**src/rtl/isdo_pkg.sv**
```systemverilog
// Shared constants, register map and carrier types of the sensor output path
package isdo_pkg;

    // ------------------------------------------------------------------
    // Register map (byte addresses)
    // ------------------------------------------------------------------
    localparam logic [7:0]  ADDR_CTRL    = 8'h00;
    localparam logic [7:0]  ADDR_SIZE    = 8'h04;
    localparam logic [7:0]  ADDR_STATUS  = 8'h08;
    localparam logic [31:0] CTRL_RESET   = 32'h0000_0002;
    localparam logic [31:0] SIZE_RESET   = 32'h04B0_01E0;

    // CTRL fields
    localparam int CTRL_EN      = 0;
    localparam int CTRL_MODE10  = 1;
    localparam int CTRL_SLAVE   = 2;
    localparam int CTRL_SUB_LO  = 3;
    localparam int CTRL_PAR     = 5;
    localparam int CTRL_HS_SEL  = 6;
    // SIZE fields
    localparam int SIZE_WORDS_LO = 0;
    localparam int SIZE_LINES_LO = 16;
    localparam int SIZE_FIELD_W  = 12;
    // STATUS fields
    localparam int STAT_BUSY     = 0;
    localparam int STAT_FRAME_LO = 16;

    // ------------------------------------------------------------------
    // Timing
    // ------------------------------------------------------------------
    localparam int CLK_PERIOD_PS    = 8000;
    localparam int FRAME_OVH_NS     = 45000;
    localparam int ROW_OVH_PS       = 1100000;
    localparam int FRAME_OVH_CYCLES = (FRAME_OVH_NS * 1000 + CLK_PERIOD_PS - 1) / CLK_PERIOD_PS;
    localparam int ROW_OVH_CYCLES   = (ROW_OVH_PS + CLK_PERIOD_PS - 1) / CLK_PERIOD_PS;
    localparam int CNT_W            = 16;

    // Word sizes and lanes
    localparam int WORD_W        = 10;
    localparam int LAST_BIT_10   = 9;
    localparam int LAST_BIT_8    = 7;
    localparam int LAST_BIT_PAR  = 3;
    localparam int NUM_CH        = 4;
    localparam int NUM_ADC       = 8;

    // Subsampling modes
    localparam logic [1:0] SUB_NONE = 2'h0;
    localparam logic [1:0] SUB_R1S1 = 2'h1;
    localparam logic [1:0] SUB_R2S2 = 2'h2;

    typedef enum { ST_IDLE, ST_FRAME_OVH, ST_ROW_OVH, ST_LS, ST_PIX,
                   ST_LE, ST_CRC, ST_FE } isdo_state_e;

    typedef struct packed {
        logic       hs_sel;
        logic       parallel;
        logic [1:0] sub;
        logic       slave;
        logic       mode10;
        logic       enable;
    } isdo_ctrl_s;

    typedef struct packed {
        logic [WORD_W-1:0] sync;
        logic [WORD_W-1:0] ch3;
        logic [WORD_W-1:0] ch2;
        logic [WORD_W-1:0] ch1;
        logic [WORD_W-1:0] ch0;
    } isdo_words_s;

endpackage : isdo_pkg

```
**src/rtl/isdo_output_path.sv**
```systemverilog
// Sensor data output path: formatter, sequencer, serializer and APB control
`timescale 1ns/1ps
module isdo_output_path #(
    parameter int          FRAME_OVH  = isdo_pkg::FRAME_OVH_CYCLES,
    parameter int          ROW_OVH    = isdo_pkg::ROW_OVH_CYCLES,
    parameter logic [9:0]  CODE_FS    = 10'h2AA,
    parameter logic [9:0]  CODE_LS    = 10'h0AA,
    parameter logic [9:0]  CODE_LE    = 10'h12A,
    parameter logic [9:0]  CODE_FE    = 10'h32A,
    parameter logic [9:0]  CODE_DATA  = 10'h035,
    parameter logic [9:0]  CODE_IDLE  = 10'h3A6,
    parameter logic [9:0]  CODE_TRAIN = 10'h3A6,
    parameter logic [9:0]  CRC_POLY   = 10'h233,
    parameter logic [9:0]  CRC_INIT   = 10'h3FF
) (
    // APB slave
    input  wire logic        pclk,
    input  wire logic        presetn,
    input  wire logic        psel,
    input  wire logic        penable,
    input  wire logic        pwrite,
    input  wire logic [7:0]  paddr,
    input  wire logic [31:0] pwdata,
    output logic             pready,
    output logic [31:0]      prdata,
    output logic             pslverr,
    // Converter samples, eight columns, same clock domain
    input  wire logic [isdo_pkg::NUM_ADC-1:0][9:0] adc_data,
    output logic [11:0]      col_addr,
    // Pins from outside the clock domain
    input  wire logic        link_clk,
    input  wire logic        trigger,
    // Serial lanes
    output logic [isdo_pkg::NUM_CH-1:0] lane_data,
    output logic             lane_sync,
    output logic             lane_clk,
    // Parallel variant
    output logic [9:0]       par_data,
    output logic             frame_valid,
    output logic             line_valid,
    // Clocking control
    output logic             pll_enable
);

    // ------------------------------------------------------------------
    // Functions
    // ------------------------------------------------------------------
    function automatic logic [9:0] fit(input logic [9:0] w, input logic m10);
        fit = m10 ? w : {2'h0, w[9:2]};
    endfunction : fit

    function automatic logic [9:0] crc_step(input logic [9:0] c, input logic [9:0] d);
        logic [9:0] r;
        logic       fb;
        r = c;
        for (int i = 0; i < 10; i++)
        begin
            fb = r[9] ^ d[i];
            r  = {r[8:0], 1'b0} ^ (fb ? CRC_POLY : 10'h000);
        end
        crc_step = r;
    endfunction : crc_step

    // ------------------------------------------------------------------
    // APB registers
    // ------------------------------------------------------------------
    logic [31:0]          ctrl_reg;
    logic [31:0]          size_reg;
    logic [15:0]          frame_cnt;
    isdo_pkg::isdo_state_e state;
    isdo_pkg::isdo_ctrl_s ctrl;

    wire setup_ph = psel & ~penable & ~pready;
    wire hit_ctrl = paddr == isdo_pkg::ADDR_CTRL;
    wire hit_size = paddr == isdo_pkg::ADDR_SIZE;
    wire hit_stat = paddr == isdo_pkg::ADDR_STATUS;
    wire hit_any  = hit_ctrl | hit_size | hit_stat;
    wire busy     = state != isdo_pkg::ST_IDLE;
    wire [31:0] status_word = {frame_cnt, 15'h0, busy};
    wire [31:0] rd_mux = hit_ctrl ? ctrl_reg : hit_size ? size_reg :
                         hit_stat ? status_word : 32'h0;
    // Writes land on the access edge the master samples pready high
    wire wr_fire  = psel & penable & pready & pwrite & ~pslverr;

    assign ctrl = '{hs_sel:   ctrl_reg[isdo_pkg::CTRL_HS_SEL],
                    parallel: ctrl_reg[isdo_pkg::CTRL_PAR],
                    sub:      ctrl_reg[isdo_pkg::CTRL_SUB_LO +: 2],
                    slave:    ctrl_reg[isdo_pkg::CTRL_SLAVE],
                    mode10:   ctrl_reg[isdo_pkg::CTRL_MODE10],
                    enable:   ctrl_reg[isdo_pkg::CTRL_EN]};

    always_ff @(posedge pclk or negedge presetn)
    begin
        if (!presetn)
        begin
            pready  <= 1'b0;
            pslverr <= 1'b0;
            prdata  <= 32'h0;
        end
        else
        begin
            pready  <= setup_ph;
            pslverr <= setup_ph & ~hit_any;
            prdata  <= (setup_ph & ~pwrite) ? rd_mux : 32'h0;
        end
    end

    always_ff @(posedge pclk or negedge presetn)
    begin
        if (!presetn)
        begin
            ctrl_reg <= isdo_pkg::CTRL_RESET;
            size_reg <= isdo_pkg::SIZE_RESET;
        end
        else if (wr_fire)
        begin
            if (hit_ctrl)
                ctrl_reg <= pwdata;
            if (hit_size)
                size_reg <= pwdata;
        end
    end

    // ------------------------------------------------------------------
    // Pin synchronisers and edge detection
    // ------------------------------------------------------------------
    logic [2:0] lclk_sync;
    logic [2:0] trig_sync;
    always_ff @(posedge pclk or negedge presetn)
    begin
        if (!presetn)
        begin
            lclk_sync <= 3'h0;
            trig_sync <= 3'h0;
        end
        else
        begin
            lclk_sync <= {lclk_sync[1:0], link_clk};
            trig_sync <= {trig_sync[1:0], trigger};
        end
    end
    // Both link clock edges carry a bit (double data rate)
    wire bit_tick  = lclk_sync[1] ^ lclk_sync[2];
    wire trig_rise = trig_sync[1] & ~trig_sync[2];

    // ------------------------------------------------------------------
    // Word timing
    // ------------------------------------------------------------------
    logic [3:0] bit_cnt;
    wire  [3:0] last_bit  = ctrl.parallel ? 4'(isdo_pkg::LAST_BIT_PAR) :
                            ctrl.mode10 ? 4'(isdo_pkg::LAST_BIT_10) :
                            4'(isdo_pkg::LAST_BIT_8);
    wire        word_tick = bit_tick & (bit_cnt >= last_bit);

    // ------------------------------------------------------------------
    // Sequencer
    // ------------------------------------------------------------------
    logic [isdo_pkg::CNT_W-1:0] ovh_cnt;
    logic [11:0] pix_cnt;
    logic [11:0] line_cnt;
    logic        trig_pend;
    logic        first_line;
    isdo_pkg::isdo_state_e next_state;

    wire [11:0] words_cfg = size_reg[isdo_pkg::SIZE_WORDS_LO +: isdo_pkg::SIZE_FIELD_W];
    wire [11:0] lines_cfg = size_reg[isdo_pkg::SIZE_LINES_LO +: isdo_pkg::SIZE_FIELD_W];
    // Subsampling halves the words of each line
    wire [11:0] words_eff = (ctrl.sub == isdo_pkg::SUB_NONE) ? words_cfg : words_cfg >> 1;
    wire        ovh_done  = (state == isdo_pkg::ST_FRAME_OVH) ?
                            (32'(ovh_cnt) >= FRAME_OVH - 1) :
                            (32'(ovh_cnt) >= ROW_OVH - 1);
    wire        start_ok  = ctrl.enable & (~ctrl.slave | trig_pend);
    wire        pix_last  = pix_cnt + 12'h1 >= words_eff;
    wire        line_last = line_cnt + 12'h1 >= lines_cfg;

    always_comb
    begin
        next_state = state;
        case (state)
            isdo_pkg::ST_IDLE:      if (start_ok) next_state = isdo_pkg::ST_FRAME_OVH;
            isdo_pkg::ST_FRAME_OVH: if (ovh_done) next_state = isdo_pkg::ST_ROW_OVH;
            isdo_pkg::ST_ROW_OVH:   if (ovh_done) next_state = isdo_pkg::ST_LS;
            isdo_pkg::ST_LS:        next_state = isdo_pkg::ST_PIX;
            isdo_pkg::ST_PIX:       if (pix_last) next_state = isdo_pkg::ST_LE;
            isdo_pkg::ST_LE:        next_state = isdo_pkg::ST_CRC;
            isdo_pkg::ST_CRC:       next_state = line_last ? isdo_pkg::ST_FE : isdo_pkg::ST_ROW_OVH;
            isdo_pkg::ST_FE:        next_state = isdo_pkg::ST_IDLE;
            default:                next_state = isdo_pkg::ST_IDLE;
        endcase
    end

    wire adv = word_tick & (next_state != state);

    always_ff @(posedge pclk or negedge presetn)
    begin
        if (!presetn)
        begin
            state      <= isdo_pkg::ST_IDLE;
            ovh_cnt    <= '0;
            trig_pend  <= 1'b0;
            frame_cnt  <= 16'h0;
        end
        else
        begin
            if (word_tick)
                state <= next_state;
            ovh_cnt <= adv ? '0 : (ovh_done ? ovh_cnt : ovh_cnt + 1'b1);
            // A trigger arriving while the frame starts is kept for the next one
            if (trig_rise)
                trig_pend <= 1'b1;
            else if (adv && state == isdo_pkg::ST_IDLE)
                trig_pend <= 1'b0;
            if (adv && state == isdo_pkg::ST_FE)
                frame_cnt <= frame_cnt + 16'h1;
        end
    end

    // ------------------------------------------------------------------
    // Pixel and column counters
    // ------------------------------------------------------------------
    always_ff @(posedge pclk or negedge presetn)
    begin
        if (!presetn)
        begin
            pix_cnt    <= 12'h0;
            line_cnt   <= 12'h0;
            col_addr   <= 12'h0;
            first_line <= 1'b0;
        end
        else if (word_tick)
        begin
            if (state == isdo_pkg::ST_PIX)
            begin
                pix_cnt <= pix_cnt + 12'h1;
                // R2S2 reads a pair of columns, then jumps over the next pair
                if (ctrl.sub == isdo_pkg::SUB_R1S1)
                    col_addr <= col_addr + 12'h2;
                else if (ctrl.sub == isdo_pkg::SUB_R2S2)
                    col_addr <= col_addr + (col_addr[0] ? 12'h3 : 12'h1);
                else
                    col_addr <= col_addr + 12'h1;
            end
            else
            begin
                pix_cnt  <= 12'h0;
                col_addr <= 12'h0;
            end
            if (state == isdo_pkg::ST_FRAME_OVH)
                first_line <= 1'b1;
            else if (state == isdo_pkg::ST_LS)
                first_line <= 1'b0;
            if (state == isdo_pkg::ST_IDLE)
                line_cnt <= 12'h0;
            else if (state == isdo_pkg::ST_CRC)
                line_cnt <= line_cnt + 12'h1;
        end
    end

    // ------------------------------------------------------------------
    // Formatter: interleave, CRC and sync codes
    // ------------------------------------------------------------------
    logic [isdo_pkg::NUM_CH-1:0][9:0] crc;
    logic [isdo_pkg::NUM_CH-1:0][9:0] pix_word;
    logic [isdo_pkg::NUM_CH-1:0][9:0] ch_word;
    wire  [9:0] sync_word;

    for (genvar c = 0; c < isdo_pkg::NUM_CH; c++)
    begin : g_ch
        // Even words from the first converter of the pair, odd from the second
        assign pix_word[c] = fit(pix_cnt[0] ? adc_data[2*c+1] : adc_data[2*c],
                                 ctrl.mode10);
        assign ch_word[c]  = (state == isdo_pkg::ST_PIX) ? pix_word[c] :
                             (state == isdo_pkg::ST_CRC) ? fit(crc[c], ctrl.mode10) :
                             fit(CODE_TRAIN, ctrl.mode10);

        always_ff @(posedge pclk or negedge presetn)
        begin
            if (!presetn)
                crc[c] <= CRC_INIT;
            else if (word_tick && state == isdo_pkg::ST_LS)
                crc[c] <= CRC_INIT;
            else if (word_tick && state == isdo_pkg::ST_PIX)
                crc[c] <= crc_step(crc[c], pix_word[c]);
        end
    end

    assign sync_word = fit((state == isdo_pkg::ST_LS)  ? (first_line ? CODE_FS : CODE_LS) :
                           (state == isdo_pkg::ST_PIX) ? CODE_DATA :
                           (state == isdo_pkg::ST_LE)  ? CODE_LE :
                           (state == isdo_pkg::ST_FE)  ? CODE_FE : CODE_IDLE,
                           ctrl.mode10);

    isdo_pkg::isdo_words_s words;
    assign words = '{sync: sync_word, ch3: ch_word[3], ch2: ch_word[2],
                     ch1: ch_word[1], ch0: ch_word[0]};

    // ------------------------------------------------------------------
    // Serializer and parallel multiplexer
    // ------------------------------------------------------------------
    // Bit rate is set by the link clock; the lane limits hold when it stays in range
    isdo_pkg::isdo_words_s shreg;
    logic [isdo_pkg::NUM_CH-1:0][9:0] pbuf;
    wire  [3:0] pnext = bit_cnt + 4'h1;
    wire        serial_on = ~ctrl.parallel;

    always_ff @(posedge pclk or negedge presetn)
    begin
        if (!presetn)
        begin
            bit_cnt   <= 4'h0;
            shreg     <= '0;
            pbuf      <= '0;
            lane_data <= '0;
            lane_sync <= 1'b0;
            par_data  <= 10'h0;
        end
        else if (bit_tick)
        begin
            bit_cnt <= word_tick ? 4'h0 : pnext;
            if (word_tick)
            begin
                shreg     <= words >> 1;
                pbuf      <= {words.ch3, words.ch2, words.ch1, words.ch0};
                lane_data <= {4{serial_on}} & {words.ch3[0], words.ch2[0],
                                               words.ch1[0], words.ch0[0]};
                lane_sync <= serial_on & words.sync[0];
                par_data  <= ctrl.parallel ? words.ch0 : 10'h0;
            end
            else
            begin
                shreg     <= shreg >> 1;
                lane_data <= {4{serial_on}} & {shreg.ch3[0], shreg.ch2[0],
                                               shreg.ch1[0], shreg.ch0[0]};
                lane_sync <= serial_on & shreg.sync[0];
                par_data  <= ctrl.parallel ? pbuf[pnext[1:0]] : 10'h0;
            end
        end
    end

    always_ff @(posedge pclk or negedge presetn)
    begin
        if (!presetn)
        begin
            lane_clk    <= 1'b0;
            frame_valid <= 1'b0;
            line_valid  <= 1'b0;
            pll_enable  <= 1'b0;
        end
        else
        begin
            // Clock lane toggles in the same cycle that data bits change
            lane_clk   <= serial_on & lclk_sync[1];
            pll_enable <= ~ctrl.hs_sel;
            if (word_tick)
            begin
                frame_valid <= ctrl.parallel & (state != isdo_pkg::ST_IDLE) &
                               (state != isdo_pkg::ST_FRAME_OVH);
                line_valid  <= ctrl.parallel & (state == isdo_pkg::ST_PIX);
            end
        end
    end
endmodule : isdo_output_path

```
**config.mk**
```make
export PLATFORM = sky130hd
export DESIGN_NAME = isdo_output_path
export DESIGN_NICKNAME = d
export VERILOG_FILES = /design/src/rtl/isdo_pkg.sv /design/src/rtl/isdo_output_path.sv
export SDC_FILE = /design/constraint.sdc
export NUM_CORES = 1
export LEC_CHECK = 0
export ABC_AREA = 1
export ABC_CLOCK_PERIOD_IN_PS = 3420
export BUFFER_PORTS_ARGS = -buffer_cell sky130_fd_sc_hd__buf_2
export CORE_ASPECT_RATIO = 0.6
export CORE_MARGIN = 10
export CORE_UTILIZATION = 29
export CTS_CLUSTER_DIAMETER = 50
export DETAILED_ROUTE_END_ITERATION = 10
export SYNTH_ARGS = -nofsm -noshare
export SYNTH_HDL_FRONTEND = slang
export SYNTH_SLANG_ARGS = --single-unit
```
**constraint.sdc**
```tcl
create_clock -name pclk -period 3.42 [get_ports pclk]
set_input_delay 0.342 -clock pclk [delete_from_list [all_inputs] [get_ports pclk]]
set_output_delay 0.342 -clock pclk [all_outputs]
set_load 0.005 [all_outputs]
```
==> summary.md, run 1 <==
| Metric | Value |
|---|---|
| Peak supply drop | 0.490 mV |
| DRT Pass-1 Iters | 6 |
| Hold Path Depth | 3 |
| Initial antenna violation count | 1 |
| RSZ-0062 raised after global routing | no |
| Top Usage Layer GRT | met1 |
| Max stage delay on crit path | 0.46 ns |
| Headroom to the max-slew limit | 28.5% |
| Initial Utilization | 29.2% |
| Total grt overflow | 0 |
| Leak pwr | 0.0116 µW |
| Drt drc | 0 |
| Number of DRC markers in iteration 0 | 1661 |
| Met3 Resource Use GR | 3.46% |
| Port buffer count | 191 |
| Multiplexer area fraction after synthesis | 0.152% |
| Critical-path cell list | inv_1 > nand4_1 > nor2_1 > nand2_1 > nor2_1 > inv_1 > nor3_1 > inv_1 > a21oi_1 > buf_4 > nand2_1 > o21ai_0 |
| Total chip power | 18600 µW |
| Clock skew | 0.0382 ns |
| Reg2reg path depth | 12 |
| Slew Viols, Final | 0 |
| Die W | 357 µm |
| Crit start category | register |
| Max frequency | 321 MHz |
| Vias per cell | 4.73 |
| Setup Fix Bufs, Post-CTS | 0 |
| Post-synth EDFFs | 0 |
| Post-DRT Antenna Nets | 0 |
| Clk sink count | 358 |
| Maximum Capacitance Violations | 0 |
| Biggest regs | shreg x49, crc x40, pbuf x40 |
| Sum Neg Setup Slack | 0 ns |
| Post-synthesis simple-gate area fraction | 22.7% |
| Core Area | 67800 µm² |
| Mapped Nets | 2740 |
| Antenna diodes | 0 |
| Height of the die | 222 µm |
| # rows | 74 |
| Yosys warning total | 0 |
| Syn avg cell area | 7.67 µm² |
| Final min period | 3.11 ns |
| Xor/xnor cell area share of the yosys netlist | 4.41% |
| Required time of the critical path | 3.90 ns |
| Status | finished clean |
| Fillers | 7211 |
| Synth Instances | 2576 |
| Area delta synth->final | 17.5% |
| Primary FF master, synth | dfrtp_1 |
| Total Routed Length | 61200 µm |
| Worst-path fanout max | 13 |
| Element type at the critical path end | register |
| Least-Margin Pin Slew | 1.07 ns |
| Setup-failing EPs final | 0 |
| Yosys reg bits | 358 |
| Critical path's most frequent cell | inv_1 |
| Final Wtd Congestion | 0.906 |
| Largest net degree at the start of global routing | 91 |
| Cell area after synthesis | 19800 µm² |
| Number of global-route vias before repair | 16500 |
| Register area share after synthesis | 45.6% |
| Vias | 17500 |
| Worst-Skew Late Latency | 0.57 ns |
| First-pass GRT wire length | 97400 µm |
| CTS tree | done |
| Adder-cell area share of the yosys netlist | 2.38% |
| Drt wl/cell | 16.5 µm |
| CTS root buf | clkbuf_16 |
| Main combinational cell family by area after synthesis | simple AND/OR/NAND/NOR gates |
| Layout cell share with drive strength beyond 1 | 14.8% |
| Setup CP Type | register to register |
| Global routing usage on met2 | 21.6% |
| Cell Pwr Density | 802 nW/µm² |
| Biggest register | shreg |
| Clock transition at path regs | 0.07 ns |
| GRT Overall Usage | 15.2% |
| Num CTS Buffers | 40 |
| Htree depth | 2 |
| Post-DP HPWL | 45900 µm |
| Clock buffer depth | 3 |
| Final hold vios | 0 |
| Slowest cell on crit path | nor3_1 |
| Nets | 2933 |
| Max FFs per register | 49 |
| Fin crit share | 91.1% |
| Full die area | 79300 µm² |
| Ys async rst share | 100% |
| Crit path DAT | 3.59 ns |
| Library cells used by synthesis | 57 |
| Hold Crit Class | input pin to register |
| Met1 Track Usage GR | 23.1% |
| # IOs | 192 |
| Compound-Gate Fraction of Synth Area | 15.2% |
## cells by family after synthesis
kind of cell | after synthesis
muxes | 3
DFF | 358
xor gates and xnor gates | 87
buffers and inverters | 474
AOI/OAI and AO/OA | 521
adders and majority gates | 37
and+or+nand+nor | 1096
## repair_timing
item / in CTS / in global routing
setup endpoints to repair: 0 / 1
hold buffers: 8 / 0
endpoints found under the hold margin: 63 / 0
gates resized for setup: 0 / 1
## worst max-delay path, delay by kind of cell, from the launching register on
family          cells  cell delay (ns)
simple gates        6             1.50
flops               1             0.36
compound gates      2             0.44
buf+inv             4             0.73
## cell usage in the layout, fill, tap and decap left out, types with 6 or more instances in the layout
cell type	n
dfstp_2	49
clkbuf_16	40
o211ai_1	19
a31oi_1	12
xor2_1	63
nor4_1	6
inv_2	15
a22o_1	13
inv_1	358
o21ai_1	17
buf_2	190
o221ai_1	22
nand2_2	10
nor3_1	30
dlygate4sd3_1	8
a21oi_1	124
o21ai_2	8
dfrtp_1	308
or2_1	10
xor2_2	11
a22oi_1	28
o21ai_0	230
clkbuf_1	11
nor2_1	171
ha_1	36
buf_4	44
nand2_1	694
o22ai_1	25
nand3_1	140
xnor2_1	11
nand4_1	15
## cell type report
| cell class | count | area, µm² | share of cell area [%] |
|---|---|---|---|
| flip-flops and latches | 358 | 9020 | 38.8 |
| multi-input cells | 1744 | 8900 | 38.3 |
| repair buffers | 248 | 1480 | 6.36 |
| inverters | 377 | 1420 | 6.10 |
| well taps | 912 | 1140 | 4.91 |
| clock buffers | 56 | 1110 | 4.78 |
| clock inverters | 16 | 155 | 0.668 |
## worst paths after layout
path | to | startpoint | slack [ns]
worst max-delay path | line_cnt[0] | state[23] | 0.31
worst min-delay path | size_reg[20] | pwdata[20] | 0.03
worst max register to register | line_cnt[0] | state[23] | 0.31
min in group asynchronous | shreg[14] | presetn | 0.35
worst min register to register | lclk_sync[1] | lclk_sync[0] | 0.35
max in group asynchronous | size_reg[7] | presetn | 2.09
## report_power, final
| part | total, µW | switching [µW] | internal, µW |
|---|---|---|---|
| clock | 4270 | 1890 | 2380 |
| sequential | 5860 | 645 | 5210 |
| combinational | 8490 | 5660 | 2830 |
## routing by layer
layer | vias up | share of wire [%]
met3 | 58 | 7.4
li1 | 8682 | -
met2 | 531 | 41
met4 | 2 | 1.4
met1 | 8264 | 50
met5 | - | 0.020
## through the flow
step                instances  setup slack (ns)  utilization, %  hold WS [ns]  cell area (µm²)
floorplan                2576            0.0484               -        0.0464            19800
CTS                      3711             0.364            34.3       0.00153            23200
detailed placement       3631             0.403            32.3         0.347            21900
global route             3711            0.0463            34.3       0.00936            23200
global placement         3631             0.477            32.3         0.342            21900
finish                   3711             0.306            34.3        0.0266            23200
## cells in the mapped netlist (2+ instances only)
cell        n  area, µm²
o211ai_1   19        143
dfrtp_1   309       7730
buf_2      10       50.1
clkinv_1    3       11.3
a221oi_1    2       17.5
a21o_1      3       22.5
a21oi_1   124        621
o21ai_2     8       70.1
a22o_1     13        114
o21ai_0   230       1150
nand2_2     8       50.1
mux2i_1     3       30.0
o32ai_1     2       17.5
inv_2      15       56.3
ha_1       36        450
o221ai_1   22        193
a22oi_1    28        210
nor4_1      7       43.8
o31ai_1     3       22.5
buf_1       7       26.3
xor2_2     11        179
buf_6       8       90.1
nand3_1   140        701
nand2_1   696       2610
nor2_1    171        642
or2_1      10       62.6
nor2_2      4       25.0
inv_1     358       1340
o21a_1      2       15.0
xor2_1     63        552
nand4_1    15       93.8
o22ai_1    25        156
o21ai_1    17       85.1
nor3_1     31        155
or2_2       5       31.3
dfstp_2    49       1290
xnor2_1    11       96.3
a31oi_1    12       75.1
clkbuf_1   69        259
a211oi_1    4       30.0
nand3b_1    5       37.5
buf_4       3       22.5
(Power assumes the default switching activity.)
==> run 2: changes to the inputs <==
Settings changed: CORE_UTILIZATION 29 to 54, PLACE_DENSITY set to 0.77.
==> summary.md, run 2 (synthesis results as in run 1) <==
| Metric | Value |
|---|---|
| Htree depth | 2 |
| Worst-path fanout max | 7 |
| Max FFs per register | 49 |
| Placed insts | 3198 |
| Maximum Capacitance Violations | 0 |
| Post-DRT Antenna Nets | 0 |
| NetSw | 8240 µW |
| Element type at the critical path end | register |
| Number of DRC markers in iteration 0 | 2585 |
| Worst-Skew Late Latency | 0.55 ns |
| Antenna diodes | 0 |
| Hold EP | pready |
| Fin crit share | 98.0% |
| Seq pwr share | 31.3% |
| Vias per cell | 5.69 |
| # rows | 54 |
| Final core utilization | 62.7% |
| Least-Margin Pin Slew | 0.899 ns |
| Leading cell type in the layout, fill and taps excluded | nand2_1 |
| Pre-CTS WS | 0.150 ns |
| Max frequency | 298 MHz |
| Required time of the critical path | 3.90 ns |
| Crit path DAT | 3.83 ns |
| Port buffer count | 191 |
| Hold_sp | psel |
| Initial Utilization | 54.6% |
| Cell Pwr Density | 823 nW/µm² |
| Slowest cell on crit path | nor2_1 |
| Biggest register | shreg |
| Setup-failing EPs final | 0 |
| Die W | 267 µm |
| Largest net degree at the start of global routing | 96 |
| Number of global-route vias before repair | 17400 |
| First-pass GRT wire length | 96200 µm |
| DRT Pass-1 Iters | 6 |
| Vias | 18600 |
| Hold Crit Class | input pin to register |
| Height of the die | 168 µm |
| Hold Path Depth | 3 |
| Reg2reg path depth | 13 |
| Critical path's most frequent cell | nor2_1 |
| Max stage delay on crit path | 0.72 ns |
| Fillers | 3135 |
| Final hold vios | 0 |
| Headroom to the max-slew limit | 39.8% |
| # IOs | 192 |
| Comb pwr share | 46.5% |
| Slew Viols, Final | 0 |
| Sum Neg Setup Slack | 0 ns |
| Clk pwr share | 22.2% |
| Reg2reg end | par_data[1] |
| Total grt overflow | 0 |
| Switching portion of total power | 44.1% |
| Critical-path cell list | inv_1 > nand4_1 > nor2_1 > nand2_1 > nor2_1 > nand2_1 > inv_1 > nor2_1 > nor2_1 > a21oi_1 > buf_4 > nand2_1 > a22o_1 |
| Drt drc | 0 |
| Commonest non-fill, non-tap cells in the layout | nand2_1, inv_1, dfrtp_1 |
| Peak supply drop | 0.482 mV |
| Crit start category | register |
| Status | finished clean |
| R2R Setup Slk | 0.07 ns |
| CTS tree | done |
| Clk sink count | 358 |
| Non-Filler Instances | 3268 |
| Nets | 2930 |
| Worst hold margin | 0.0424 ns |
| Drt wl/cell | 18.5 µm |
| Core Area | 36200 µm² |
| Leak pwr | 0.0116 µW |
| Final min period | 3.35 ns |
| GRT Overall Usage | 26.5% |
| Num CTS Buffers | 35 |
| Layout cell share with drive strength beyond 1 | 15.1% |
| Clock transition at path regs | 0.07 ns |
| P_int | 10400 µW |
| Setup CP Type | register to register |
| CTS root buf | clkbuf_16 |
| Reg2reg start | state[23] |
| Initial antenna violation count | 0 |
| Total Routed Length | 60400 µm |
| Full die area | 44900 µm² |
| Area delta synth->final | 14.9% |
| Biggest regs | shreg x49, crc x40, pbuf x40 |
| Post-DP HPWL | 44900 µm |
| Setup ws final | 0.0674 ns |
| Clock buffer depth | 3 |
| Clock skew | 0.0280 ns |
| Final Wtd Congestion | 0.924 |
==> run 2: worst max-delay path: cells and delay by family (launching register included) <==
family                 cells  cell delay (ns)
AOI/OAI and AO/OA          2             0.27
buffers and inverters      3             0.51
DFF                        1             0.36
and+or+nand+nor            8             2.15
==> run 2: how the worst max path moves through the flow <==
stage,startpoint,endpoint,slack (ns),depth (start not counted)
final,state[23],par_data[1],0.07,13
after global routing,ctrl_reg[1],col_addr[11],-0.05,17
after CTS,pix_cnt[0],crc[4],0.14,15
after detailed placement,pix_cnt[0],crc[4],0.15,15
after global placement,pix_cnt[0],crc[9],0.26,16
after floorplan,ctrl_reg[1],col_addr[11],0.05,21
==> run 2: power groups by stage <==
stage | combinational [µW] | clock (µW) | sequential [µW]
final | 8700 | 4140 | 5850
after CTS | 8450 | 4180 | 5820
after global routing | 9680 | 4340 | 5930
after detailed placement | 8360 | 0 | 5880
after global placement | 8190 | 0 | 5850
after floorplan | 6270 | 0 | 5680
==> run 2: cell type report <==
cell class / instances / area (µm²) / share of cell area [%]
Multi-Input combinational cell: 1744 / 8920 / 39.3
Clock inverter: 15 / 183 / 0.804
Clock buffer: 48 / 1050 / 4.61
Timing Repair Buffer: 250 / 1530 / 6.72
Inverter: 377 / 1420 / 6.25
Sequential cell: 358 / 9020 / 39.7
Tap cell: 476 / 596 / 2.62
==> run 2: layer usage <==
layer / up-vias / share of wire (%) / track usage (%)
met2: 973 / 41 / 37.4
met1: 8881 / 46 / 40.6
met5: - / 0 / 0
li1: 8669 / - / -
met3: 66 / 11 / 6.72
met4: 0 / 1.4 / 4.21
==> run 2: metrics by stage <==
stage               cell area, µm²  total power, µW
floorplan                    19800            12000
global placement             21400            14000
detailed placement           21400            14200
CTS                          22700            18500
global route                 22700            20000
finish                       22700            18700
==> run 2: what timing repair did <==
item | CTS | global route
setup buffers | 0 | 3
hold endpoints to repair | 90 | 0
hold buffers | 4 | 0
setup endpoints to repair | 0 | 26
resized for setup | 0 | 9
